$ cat config.mk
export PLATFORM = sky130hd
export DESIGN_NAME = rcb_top
export DESIGN_NICKNAME = d
export VERILOG_FILES = /design/src/rtl/rcb_pkg.sv /design/src/rtl/rcb_sync.sv /design/src/rtl/rcb_top.sv
export SDC_FILE = /design/constraint.sdc
export NUM_CORES = 1
export LEC_CHECK = 0
export CAP_MARGIN = 0
export CELL_PAD_IN_SITES_DETAIL_PLACEMENT = 1
export CELL_PAD_IN_SITES_GLOBAL_PLACEMENT = 1
export CORE_ASPECT_RATIO = 1.5
export CORE_UTILIZATION = 28
export DETAILED_ROUTE_END_ITERATION = 16
export DONT_BUFFER_PORTS = 1
export PLACE_DENSITY_LB_ADDON = 0.1
export SKIP_LAST_GASP = 1
export SYNTH_ARGS = -nofsm -noshare
export SYNTH_HDL_FRONTEND = slang
export SYNTH_HIERARCHICAL = 1
export SYNTH_SLANG_ARGS = --single-unit
$ cat constraint.sdc
create_clock -name clk -period 1.82 [get_ports clk]
set_clock_uncertainty 0.15 [all_clocks]
set_input_delay 0.091 -clock clk [delete_from_list [all_inputs] [get_ports clk]]
set_output_delay 0.091 -clock clk [all_outputs]
set_load 0.01 [all_outputs]
$ cat src/rtl/rcb_pkg.sv
// Offsets, field layout, reset values and rate constants of the reference clock B bank
package rcb_pkg;

    localparam int          ADDR_W        = 12;
    localparam int          DATA_W        = 8;

    // Register byte addresses
    localparam logic [11:0] OFF_REF_CFG   = 12'h280;
    localparam logic [11:0] OFF_SUM_LOW   = 12'h2c0;
    localparam logic [11:0] OFF_SUM_MID   = 12'h300;
    localparam logic [11:0] OFF_EVT_LOW   = 12'h600;
    localparam logic [11:0] OFF_EVT_MID   = 12'h604;
    localparam logic [11:0] OFF_MSK_LOW   = 12'h608;
    localparam logic [11:0] OFF_MSK_MID   = 12'h60c;

    // Configuration field layout
    localparam int          CFG_EN_BIT    = 6;
    localparam int          CFG_RATE_BIT  = 5;
    localparam int          CFG_SEL_LSB   = 0;
    localparam int          CFG_SEL_W     = 5;
    localparam logic [7:0]  CFG_WR_MASK   = 8'h7f;

    // Reset values
    localparam logic [7:0]  CFG_RESET     = 8'h41;
    localparam logic [7:0]  SUM_RESET     = 8'h00;
    localparam logic [7:0]  EVT_RESET     = 8'h00;
    localparam logic [7:0]  MSK_RESET     = 8'h00;
    localparam logic [7:0]  RDATA_IDLE    = 8'h00;

    // Recovered channel clocks 0..21
    localparam int          NUM_REC_CH    = 22;
    localparam int          SEL_SPACE     = 32;
    localparam logic [4:0]  LAST_CH_CODE  = 5'h15;

    // Input clock rates in kHz: 1544 and 2048
    localparam logic [11:0] RATE_T1_KHZ   = 12'h608;
    localparam logic [11:0] RATE_E1_KHZ   = 12'h800;

endpackage : rcb_pkg

$ cat src/rtl/rcb_sync.sv
// Two flip-flop synchroniser for a bundle of asynchronous levels
`timescale 1ns/1ps
module rcb_sync #(
    parameter int WIDTH = 1
) (
    input  wire logic             clk,
    input  wire logic             arst_n,
    input  wire logic [WIDTH-1:0] async_in,
    output logic      [WIDTH-1:0] sync_out
);

    logic [WIDTH-1:0] stage1_reg;
    logic [WIDTH-1:0] stage2_reg;

    // First stage feeds only the second stage
    always_ff @(posedge clk or negedge arst_n) begin
        if (!arst_n) begin
            stage1_reg <= '0;
            stage2_reg <= '0;
        end else begin
            stage1_reg <= async_in;
            stage2_reg <= stage1_reg;
        end
    end

    assign sync_out = stage2_reg;

endmodule : rcb_sync

$ cat src/rtl/rcb_top.sv
// Reference clock B source select, channel interrupt summary and event interrupt bank
//
// Contract
// - Reference output driven when enable bit is 1 (reset); high-impedance when 0.
// - Rate bit 0 (default) marks external clock as T1, 1 as E1.
// - Five-bit select picks recovered clock of channel 0..21; resets to channel 1.
// - First summary register: bit 7 is channel 8 down to bit 0 channel 1.
// - Second summary register: bit 7 is channel 16 down to bit 0 channel 9.
// - Summary bit is 1 while channel has pending interrupt, else 0 (reset 0).
// - T1 rate means 1.544 MHz, E1 rate means 2.048 MHz.
//
// The address-and-strobe port is this design's own decision.
`timescale 1ns/1ps
module rcb_top (
    input  wire logic        clk,
    input  wire logic        arst_n,
    input  wire logic [11:0] reg_addr,
    input  wire logic [7:0]  reg_wdata,
    input  wire logic        reg_wr,
    input  wire logic        reg_rd,
    output logic      [7:0]  reg_rdata,
    input  wire logic [7:0]  channel_irq_flags_low,
    input  wire logic [7:0]  channel_irq_flags_mid,
    input  wire logic [21:0] recovered_clock_in,
    input  wire logic        second_external_clock_in,
    output logic             second_reference_out,
    output logic             second_reference_out_oe_n,
    output logic      [11:0] second_ext_clock_rate_khz,
    output logic             irq
);

    // Register state
    logic [7:0]  ref_cfg_reg;
    logic [7:0]  ref_cfg_next;
    logic [7:0]  evt_low_reg;
    logic [7:0]  evt_low_next;
    logic [7:0]  evt_mid_reg;
    logic [7:0]  evt_mid_next;
    logic [7:0]  msk_low_reg;
    logic [7:0]  msk_low_next;
    logic [7:0]  msk_mid_reg;
    logic [7:0]  msk_mid_next;
    logic [7:0]  flags_low_d_reg;
    logic [7:0]  flags_mid_d_reg;
    logic [7:0]  rdata_reg;
    logic [7:0]  rdata_next;
    logic        ref_out_reg;
    logic [11:0] rate_reg;
    logic [11:0] rate_next;

    // Address decode
    wire         hit_cfg     = (reg_addr == rcb_pkg::OFF_REF_CFG);
    wire         hit_sum_low = (reg_addr == rcb_pkg::OFF_SUM_LOW);
    wire         hit_sum_mid = (reg_addr == rcb_pkg::OFF_SUM_MID);
    wire         hit_evt_low = (reg_addr == rcb_pkg::OFF_EVT_LOW);
    wire         hit_evt_mid = (reg_addr == rcb_pkg::OFF_EVT_MID);
    wire         hit_msk_low = (reg_addr == rcb_pkg::OFF_MSK_LOW);
    wire         hit_msk_mid = (reg_addr == rcb_pkg::OFF_MSK_MID);

    wire         wr_cfg      = reg_wr & hit_cfg;
    wire         wr_msk_low  = reg_wr & hit_msk_low;
    wire         wr_msk_mid  = reg_wr & hit_msk_mid;
    wire         rd_evt_low  = reg_rd & hit_evt_low;
    wire         rd_evt_mid  = reg_rd & hit_evt_mid;

    // Configuration fields
    wire         ref_enable  = ref_cfg_reg[rcb_pkg::CFG_EN_BIT];
    wire         rate_is_e1  = ref_cfg_next[rcb_pkg::CFG_RATE_BIT];
    wire [4:0]   sel_field   = ref_cfg_reg[rcb_pkg::CFG_SEL_LSB +: rcb_pkg::CFG_SEL_W];

    // Reserved bit 7 is dropped on write so it reads as zero
    assign ref_cfg_next = wr_cfg ? (reg_wdata & rcb_pkg::CFG_WR_MASK) : ref_cfg_reg;
    assign msk_low_next = wr_msk_low ? reg_wdata : msk_low_reg;
    assign msk_mid_next = wr_msk_mid ? reg_wdata : msk_mid_reg;

    always_ff @(posedge clk or negedge arst_n) begin
        if (!arst_n) begin
            ref_cfg_reg <= rcb_pkg::CFG_RESET;
            msk_low_reg <= rcb_pkg::MSK_RESET;
            msk_mid_reg <= rcb_pkg::MSK_RESET;
        end else begin
            ref_cfg_reg <= ref_cfg_next;
            msk_low_reg <= msk_low_next;
            msk_mid_reg <= msk_mid_next;
        end
    end

    // Rate report in kHz follows the rate bit
    assign rate_next = rate_is_e1 ? rcb_pkg::RATE_E1_KHZ : rcb_pkg::RATE_T1_KHZ;

    always_ff @(posedge clk or negedge arst_n) begin
        if (!arst_n) begin
            rate_reg <= rcb_pkg::RATE_T1_KHZ;
        end else begin
            rate_reg <= rate_next;
        end
    end

    assign second_ext_clock_rate_khz = rate_reg;

    // Clock path: pins are asynchronous, so all pass the synchroniser
    logic [22:0] clk_pins_s;

    rcb_sync #(
        .WIDTH (rcb_pkg::NUM_REC_CH + 1)
    ) u_clk_sync (
        .clk      (clk),
        .arst_n   (arst_n),
        .async_in ({second_external_clock_in, recovered_clock_in}),
        .sync_out (clk_pins_s)
    );

    // Padded so out-of-range codes never index past the vector
    wire [31:0]  rclk_pad     = {{(rcb_pkg::SEL_SPACE - rcb_pkg::NUM_REC_CH){1'b0}},
                                 clk_pins_s[21:0]};
    wire         ext_clk_s    = clk_pins_s[22];
    wire         sel_in_range = (sel_field <= rcb_pkg::LAST_CH_CODE);
    wire         ref_src      = sel_in_range ? rclk_pad[sel_field] : ext_clk_s;

    // Sampled at 50 MHz: edges carry up to one cycle of jitter
    always_ff @(posedge clk or negedge arst_n) begin
        if (!arst_n) begin
            ref_out_reg <= 1'b0;
        end else begin
            ref_out_reg <= ref_src;
        end
    end

    assign second_reference_out      = ref_out_reg;
    assign second_reference_out_oe_n = ~ref_enable;

    // Events: a channel going pending sets a sticky bit; read clears, set wins
    wire [7:0]   evt_low = channel_irq_flags_low & ~flags_low_d_reg;
    wire [7:0]   evt_mid = channel_irq_flags_mid & ~flags_mid_d_reg;

    assign evt_low_next = (evt_low_reg & ~{8{rd_evt_low}}) | evt_low;
    assign evt_mid_next = (evt_mid_reg & ~{8{rd_evt_mid}}) | evt_mid;

    always_ff @(posedge clk or negedge arst_n) begin
        if (!arst_n) begin
            flags_low_d_reg <= rcb_pkg::SUM_RESET;
            flags_mid_d_reg <= rcb_pkg::SUM_RESET;
            evt_low_reg     <= rcb_pkg::EVT_RESET;
            evt_mid_reg     <= rcb_pkg::EVT_RESET;
        end else begin
            flags_low_d_reg <= channel_irq_flags_low;
            flags_mid_d_reg <= channel_irq_flags_mid;
            evt_low_reg     <= evt_low_next;
            evt_mid_reg     <= evt_mid_next;
        end
    end

    assign irq = |({evt_mid_reg, evt_low_reg} & {msk_mid_reg, msk_low_reg});

    // Read path; summary bits are live channel state, writes to them are ignored
    wire [7:0]   rd_value = hit_cfg     ? ref_cfg_reg           :
                            hit_sum_low ? channel_irq_flags_low :
                            hit_sum_mid ? channel_irq_flags_mid :
                            hit_evt_low ? evt_low_reg           :
                            hit_evt_mid ? evt_mid_reg           :
                            hit_msk_low ? msk_low_reg           :
                            hit_msk_mid ? msk_mid_reg           :
                                          rcb_pkg::RDATA_IDLE;

    assign rdata_next = reg_rd ? rd_value : rcb_pkg::RDATA_IDLE;

    always_ff @(posedge clk or negedge arst_n) begin
        if (!arst_n) begin
            rdata_reg <= rcb_pkg::RDATA_IDLE;
        end else begin
            rdata_reg <= rdata_next;
        end
    end

    assign reg_rdata = rdata_reg;
endmodule : rcb_top

Yosys cells after proc, flatten, opt, wreduce, memory -nomap -nowiden
Index checks and enable logic that the tools add are counted.
Widths: inputs -> output; s select.
{ "classes": {"bitwise_logic": 17, "order_cmp": 2, "muxes": 13, "n_eq_ne": 7, "reduce_logical": 1} }
{ "op_table": {"columns": ["cell", "n"], "rows": [
  ["$mux 8", 8],
  ["$eq 12x11->1 const B", 4],
  ["$eq 12x10->1 const B", 3],
  ["$and 8x8->8", 4],
  ["$not 8->8", 4],
  ["$and 16x16->16", 1],
  ["$or 8x8->8", 2],
  ["$reduce_or 16->1", 1],
  ["$mux 12", 1],
  ["$lt 5x6->1 const B", 1],
  ["$mux 6", 1],
  ["$and 1x1->1", 5],
  ["$bmux 1 s5", 1],
  ["$le 5x5->1 const B", 1],
  ["$mux 1", 2],
  ["$not 1->1", 1]
]} }
{ "totals": {"wordCells": 53, "regBits": 122, "inputBits": 63, "output_inout_bits": 23} }

Depth between registers and ports, before layout
Gate-level depths: netlist (run 1).
{ "logic_depth": {"ltp_word": 9, "ltp_mapped": 6} }

Hierarchy
The synthesis (run 1) kept the hierarchy.
{ "by_module_without_submodules": {"columns": ["mod", "n_inst", "cells_each", "area_per_inst_um2", "seq_area_each_um2"], "rows": [
  ["rcb_top", 1, 243, 3133.0, 1630.3],
  ["rcb_sync", 1, 46, 1151.1, 1151.1]
]} }

Worst setup path after synthesis (run 1)
Ideal clock, no wire load.
{ "synth_timing": {"path_type": "flip-flop to flip-flop", "start": "register ref_cfg_reg[0]", "end": "register ref_out_reg, in the netlist second_reference_out", "path_stages_with_launch": 6, "setup_ns": 0.131, "arrival_time_ns": 1.624, "synth_period_minus_slack_ns": 1.905, "path_slack_ns": -0.085, "t_required_ns": 1.539, "cell_sequence": "dfstp_2 -> buf_2 -> mux4_2 -> nor2b_1 -> a211oi_1 -> o41ai_1"} }
{ "synth_via": {"elab_chain_cells": 3, "word_cells_on_any_way": 4} }
{ "synth_lines": {"columns": ["item", "line", "text"], "rows": [
  ["start: declaration", "rcb_top.sv:33", "logic [7:0] ref_cfg_reg;"],
  ["start signal: assignment", "rcb_top.sv:78", "ref_cfg_reg <= rcb_pkg::CFG_RESET;"],
  ["start signal: assignment", "rcb_top.sv:82", "ref_cfg_reg <= ref_cfg_next;"],
  ["$bmux 1 s5", "rcb_top.sv:118", "wire ref_src = sel_in_range ? rclk_pad[sel_field] : ext_clk_s;"],
  ["$mux 1 (not written as such)", "rcb_top.sv:118", null],
  ["$mux 1 *", "rcb_top.sv:118", null],
  ["named net ref_src", "rcb_top.sv:118", null],
  ["end signal: assignment", "rcb_top.sv:125", "ref_out_reg <= ref_src;"],
  ["end: declaration", "rcb_top.sv:47", "logic ref_out_reg;"]
]} }
The timed path passes the listed nets; every way through them passes the cells marked *. The select of a mux whose other input is x is not followed.
A chain may end at the register's enable or synchronous reset.

Worst setup path in the final report (run 1)
Ends and elaborated chain as after synthesis.

==> flow_summary.ini, run 1 <==
[worst_setup_path]
crit_start = ref_cfg_reg[0]$_DFFE_PN1P_
reg2reg_from = ref_cfg_reg[0]$_DFFE_PN1P_
worst-r2r-cell-count = 3
timing.rr.end = second_reference_out$_DFF_PN0_
crit_chain = mux4_2 -> a211oi_2 -> o41ai_1
crit_path_top_delay_cell = dfstp_2
worstPathArrival_ps = 1890
cp.required_ps = 1900
path_max_fanout = 6
critPathMaxStageDelay_ps = 640
cp-end-kind = flip-flop
worstSetupStartpointType = flip-flop
critical_path_class = flip-flop to flip-flop
rrSetupSlack_ps = 10

[route]
drc = 0
wl_mm = 10.6
wire_per_inst_um = 18.4
first_pass_iters = 5
vias_per_cell = 4.62
drtIter0Drc = 77
vias = 2654
detail-route-antenna-nets = 0

[hold_path]
min_path_type = primary input to async pin

[floorplanning]
fp.dieH_um = 153
core-area_um2 = 15000
rows = 55
die-width_um = 103
start_util = 0.286
ios = 86
die-area_um2 = 15800

[final_layout]
nNetsFinal = 434
mostFrequentLayoutCell = dfrtp_1
layout_common_cells = dfrtp_1 (108), dlygate4sd3_1 (69), mux2_2 (22), a22o_1 (19), inv_1 (18)
final-seq-area_um2 = 2780
layout.cells.non_filler = 575
drive_above_1_share = 0.215
multi_input_area_um2 = 1360
antenna_cells = 0
area_delta_synth_final_pct = 31.9
fill_cells = 1606

[global_routing]
grt_pass1_vias = 3016
antenna_found_initial = 0
grt_start_max_net_pins = 112
globalRouteOverflowTotal = 0
track_usage = 0.144
grt_pass1_wl_mm = 16.6

[sta]
relSlewSlack = 0.647
tightest_slew_ps = 528
clock.fmax_mhz = 553
fin_crit_sh = 0.994
hold_slack_ps = -724
hold_viol_final = 111
slew_viol_final = 0
setup_viol = 0
min_period_ps = 1810
rsz0062_at_grt = true

[flow_run]
maxCapViolCount = 0

[logic_synthesis]
ys_types = 41
ys_warn_count = 6
syn-cell-area_um2 = 4280
netlist.area_leader.share = 0.631
synth-edff-count = 0
syn_avg_cell_area_um2 = 14.8
synthArstFlopShare = 1.00
ys.flop_type = dfrtp_1
synthTopCellsByArea = dfrtp_1 (63%), mux4_2 (6.3%), mux2_2 (5.8%)
yosysSeqAreaShare = 0.649
netlist_instances = 289
synth.largest_area_cell = dfrtp_1
ys_ff_latch = 111

[cts]
cts_hold_buf = 70
clkTransAtPathRegs_ps = 80
h-tree-depth = 3
root_buffer = clkbuf_16
insertion_delay_ps = 350
cts_tree = built
cts.sinks = 111
numCtsBuffers = 9
clock_path_buffers = 2

[power_and_ir_drop]
switchingPower_mw = 1.06
p_leak_nw = 2.46
p_per_area_nw_per_um2 = 877
p_comb_frac = 0.045
p_clk_frac = 0.438
power_mw = 4.95
swShare = 0.213
power.internal_mw = 3.90
ir_drop_mv = 0.535
power.share.sequential = 0.517

[placement]
port_buffers = 0
place.gp.congestion = 0.721
post-place-cells = 487
dp_hpwl_mm = 7.22

[status]
failed_checks = negative hold slack
outcome = finished with violations
[power by group through the flow]
stage,clock network [mW],logic (mW),registers (mW)
2_1_floorplan,0,0.110,2.60
3_3_place_gp,0,0.0951,2.61
3_5_place_dp,0,0.0956,2.61
4_1_cts,2.25,0.221,2.56
5_1_grt,2.33,0.243,2.57
6_report,2.17,0.224,2.56
[critical path: cells and delay by family, from the launching register on]
family	cells	cell delay, ps
AOI/OAI and AO/OA	2	350
muxes	1	550
DFF	1	640
[Yosys cell counts, types with 2 or more instances]
master / count
dfrtp_1: 108
mux2_2: 22
a22o_1: 19
inv_1: 18
nand3_1: 17
buf_4: 12
mux4_2: 12
a21oi_1: 9
nor2_1: 9
mux2i_1: 8
o21a_1: 7
buf_2: 5
a221oi_1: 4
nor2b_1: 4
clkbuf_1: 3
dfstp_2: 3
nand4_1: 3
a211oi_1: 2
nand2_1: 2
[routing by layer]
layer / vias up / GRT usage / routed length (um)
met2: 71 / 0.263 / 5920
met3: 11 / 0.0277 / 447
met5: - / 0 / 0
li1: 1190 / - / -
met4: 0 / 0.0550 / 174
met1: 1382 / 0.161 / 4010
[worst max path at each step]
stage	slack, ps	endpoint	cells after the start
after global routing	-90	second_reference_out$_DFF_PN0_	4
after global placement	-50	second_reference_out$_DFF_PN0_	4
after detailed placement	-80	second_reference_out$_DFF_PN0_	4
final	10	second_reference_out$_DFF_PN0_	3
after CTS	-40	second_reference_out$_DFF_PN0_	4
after floorplan	2	second_reference_out$_DFF_PN0_	5
[cell type report]
type                            instances  area share
Multi-Input combinational cell        145       0.241
Tap cell                              199      0.0441
Clock buffer                            9      0.0399
Inverter                               18      0.0120
Clock inverter                          7      0.0179
Timing Repair Buffer                   86       0.152
Sequential cell                       111       0.492
[timing repair]
| item | 4_1_cts | 5_1_grt |
|---|---|---|
| gates resized for setup | 2 | 8 |
| buffers inserted | 0 | 2 |
| gates cloned | 0 | 0 |
| pin swaps | 4 | 2 |
| hold endpoints to repair | 198 | 111 |
| endpoints found under the setup margin | 2 | 12 |
[metrics by stage]
stage               setup TNS [ps]  hold slack, ps   util  instance area [um2]  setup WS (ps)
floorplan                        0            -355      -                 4320           1.97
finish                           0            -724  0.377                 5650           11.3
CTS                          -35.8            -737  0.373                 5600          -35.8
global route                  -103            -745  0.377                 5650          -88.9
global placement             -46.6            -352  0.304                 4560          -46.6
detailed placement           -78.6            -350  0.304                 4560          -78.6
[kinds of logic (layout without fill, tap and decap cells)]
family	count (synthesis)	after routing	share of synthesized area
other	1	8	0.000875
flip-flops	111	111	0.649
AND/OR/NAND/NOR	45	45	0.0663
multiplexers	44	44	0.148
buffers and inverters	40	120	0.0488
AO/OA/AOI/OAI	48	48	0.0864
No activity file was read; power rests on OpenSTA's default activity.
==> inputs of run 2 (changes only) <==
Settings changed: SETUP_SLACK_MARGIN set to 0.4.
==> run 2 against run 1 <==
  * Power shrank 0.58%
  * Global-route usage grew 0.33 points
  * The run ends with negative hold slack, negative setup slack left
  * Worst setup slack lost 32 ps
  * Fmax shrank 1.8%
==> flow_summary.ini, run 2 (synthesis results as in run 1) <==
[power_and_ir_drop]
p_leak_nw = 2.41
p_comb_frac = 0.044
p_clk_frac = 0.436
power.share.sequential = 0.520
power.internal_mw = 3.88
swShare = 0.213
ir_drop_mv = 0.640
p_per_area_nw_per_um2 = 882
power_mw = 4.93
switchingPower_mw = 1.05

[final_layout]
drive_above_1_share = 0.280
nNetsFinal = 419
layout_common_cells = dfrtp_1 (108), dlygate4sd3_1 (47), a22o_1 (19), buf_4 (19), inv_1 (18)
mostFrequentLayoutCell = dfrtp_1
layout.cells.non_filler = 560
area_delta_synth_final_pct = 30.3
utilization = 0.372
antenna_cells = 0

[worst_setup_path]
worstSetupStartpointType = flip-flop
cp-end-kind = flip-flop
worstPathArrival_ps = 1920
path_max_fanout = 4
cp.required_ps = 1890
critical_path_class = flip-flop to flip-flop

[sta]
final.setup.worst_slack_ps = -21.0
fin_crit_sh = 1.01
min_period_ps = 1840
hold_viol_final = 133
relSlewSlack = 0.636
tightest_slew_ps = 543
setup_viol = 1
clock.fmax_mhz = 543
slew_viol_final = 0
hold_slack_ps = -724
rsz0062_at_grt = true

[route]
vias = 2597
drc = 0
wire_per_inst_um = 18.9
vias_per_cell = 4.64
first_pass_iters = 4
detail-route-antenna-nets = 0
wl_mm = 10.6
drtIter0Drc = 56

[global_routing]
grt_start_max_net_pins = 112
grt_pass1_wl_mm = 16.8
grt_pass1_vias = 2938
globalRouteOverflowTotal = 0
track_usage = 0.147
antenna_found_initial = 0

[floorplanning]
start_util = 0.286
core-area_um2 = 15000
rows = 55
fp.dieH_um = 153
ios = 86
die-width_um = 103
die-area_um2 = 15800

[status]
failed_checks = negative hold slack, negative setup slack
outcome = finished with violations

[cts]
cts_tree = built
cts_hold_buf = 49
root_buffer = clkbuf_16
insertion_delay_ps = 350
clkTransAtPathRegs_ps = 80
h-tree-depth = 3
cts.sinks = 111
clock_path_buffers = 2
numCtsBuffers = 9

[flow_run]
maxCapViolCount = 0

[placement]
port_buffers = 0
post-place-cells = 485
place.gp.congestion = 0.767
dpl_worst_slack_ps = -122
dp_hpwl_mm = 7.38

[hold_path]
min_path_type = primary input to async pin
==> run 2: through the flow <==
step                      setup TNS, ps  area (um2)
after floorplan                       0        4400
after global placement            -74.9        4600
after detailed placement           -122        4600
after CTS                         -8.90        5500
after global routing              -58.7        5580
final                             -21.0        5580
==> run 2: final cells by class <==
class	count	area (um2)
multi-input cells	145	1470
repair buffers	71	689
well taps	199	249
clock inverters	7	96.3
fillers	1609	9420
inverters	18	67.6
clock buffers	9	225
flip-flops and latches	111	2780
==> run 2: final timing paths <==
path                                                          from                                      end  slack (ps)  cells after the start
min in group clk                                       reg_addr[6]                   reg_rdata[7]$_DFF_PN0_        -170                      2
worst max-delay path                    ref_cfg_reg[0]$_DFFE_PN1P_           second_reference_out$_DFF_PN0_         -20                      4
max in group asynchronous                                   arst_n  second_ext_clock_rate_khz[10]$_DFF_PN1_        1990                      0
worst min register to register  u_clk_sync/stage1_reg[0]$_DFF_PN0_         u_clk_sync/sync_out[0]$_DFF_PN0_         200                      0
worst min-delay path                                        arst_n                 evt_mid_reg[0]$_DFF_PN0_        -720                      0
worst max register to register          ref_cfg_reg[0]$_DFFE_PN1P_           second_reference_out$_DFF_PN0_         -20                      4
==> run 2: power by group through the flow <==
stage               logic, mW  registers [mW]  clock network, mW
floorplan               0.118            2.60                  0
global placement       0.0973            2.61                  0
detailed placement     0.0982            2.61                  0
CTS                     0.210            2.56               2.23
global route            0.232            2.57               2.31
finish                  0.215            2.56               2.15
==> run 2: layer usage <==
| metal | track usage | vias up | share of wire | routed length (um) |
|---|---|---|---|---|
| met3 | 0.0291 | 13 | 0.041 | 439 |
| li1 | - | 1157 | - | - |
| met5 | 0 | - | 0 | 0 |
| met1 | 0.166 | 1356 | 0.39 | 4090 |
| met4 | 0.0731 | 0 | 0.022 | 237 |
| met2 | 0.259 | 71 | 0.55 | 5840 |
==> run 2: timing repair <==
action,in CTS,in global routing
endpoints found under the setup margin,10,28
endpoints found under the hold margin,198,133
gates cloned,0,0
resized for setup,9,12
pin swaps,11,9
setup buffers,5,5
==> run 2: worst max-delay path, cell delays in order, from the launching register on <==
cell	delay [ps]
dfstp_2	580
buf_4	150
mux4_2	520
a211oi_2	220
o41ai_1	100
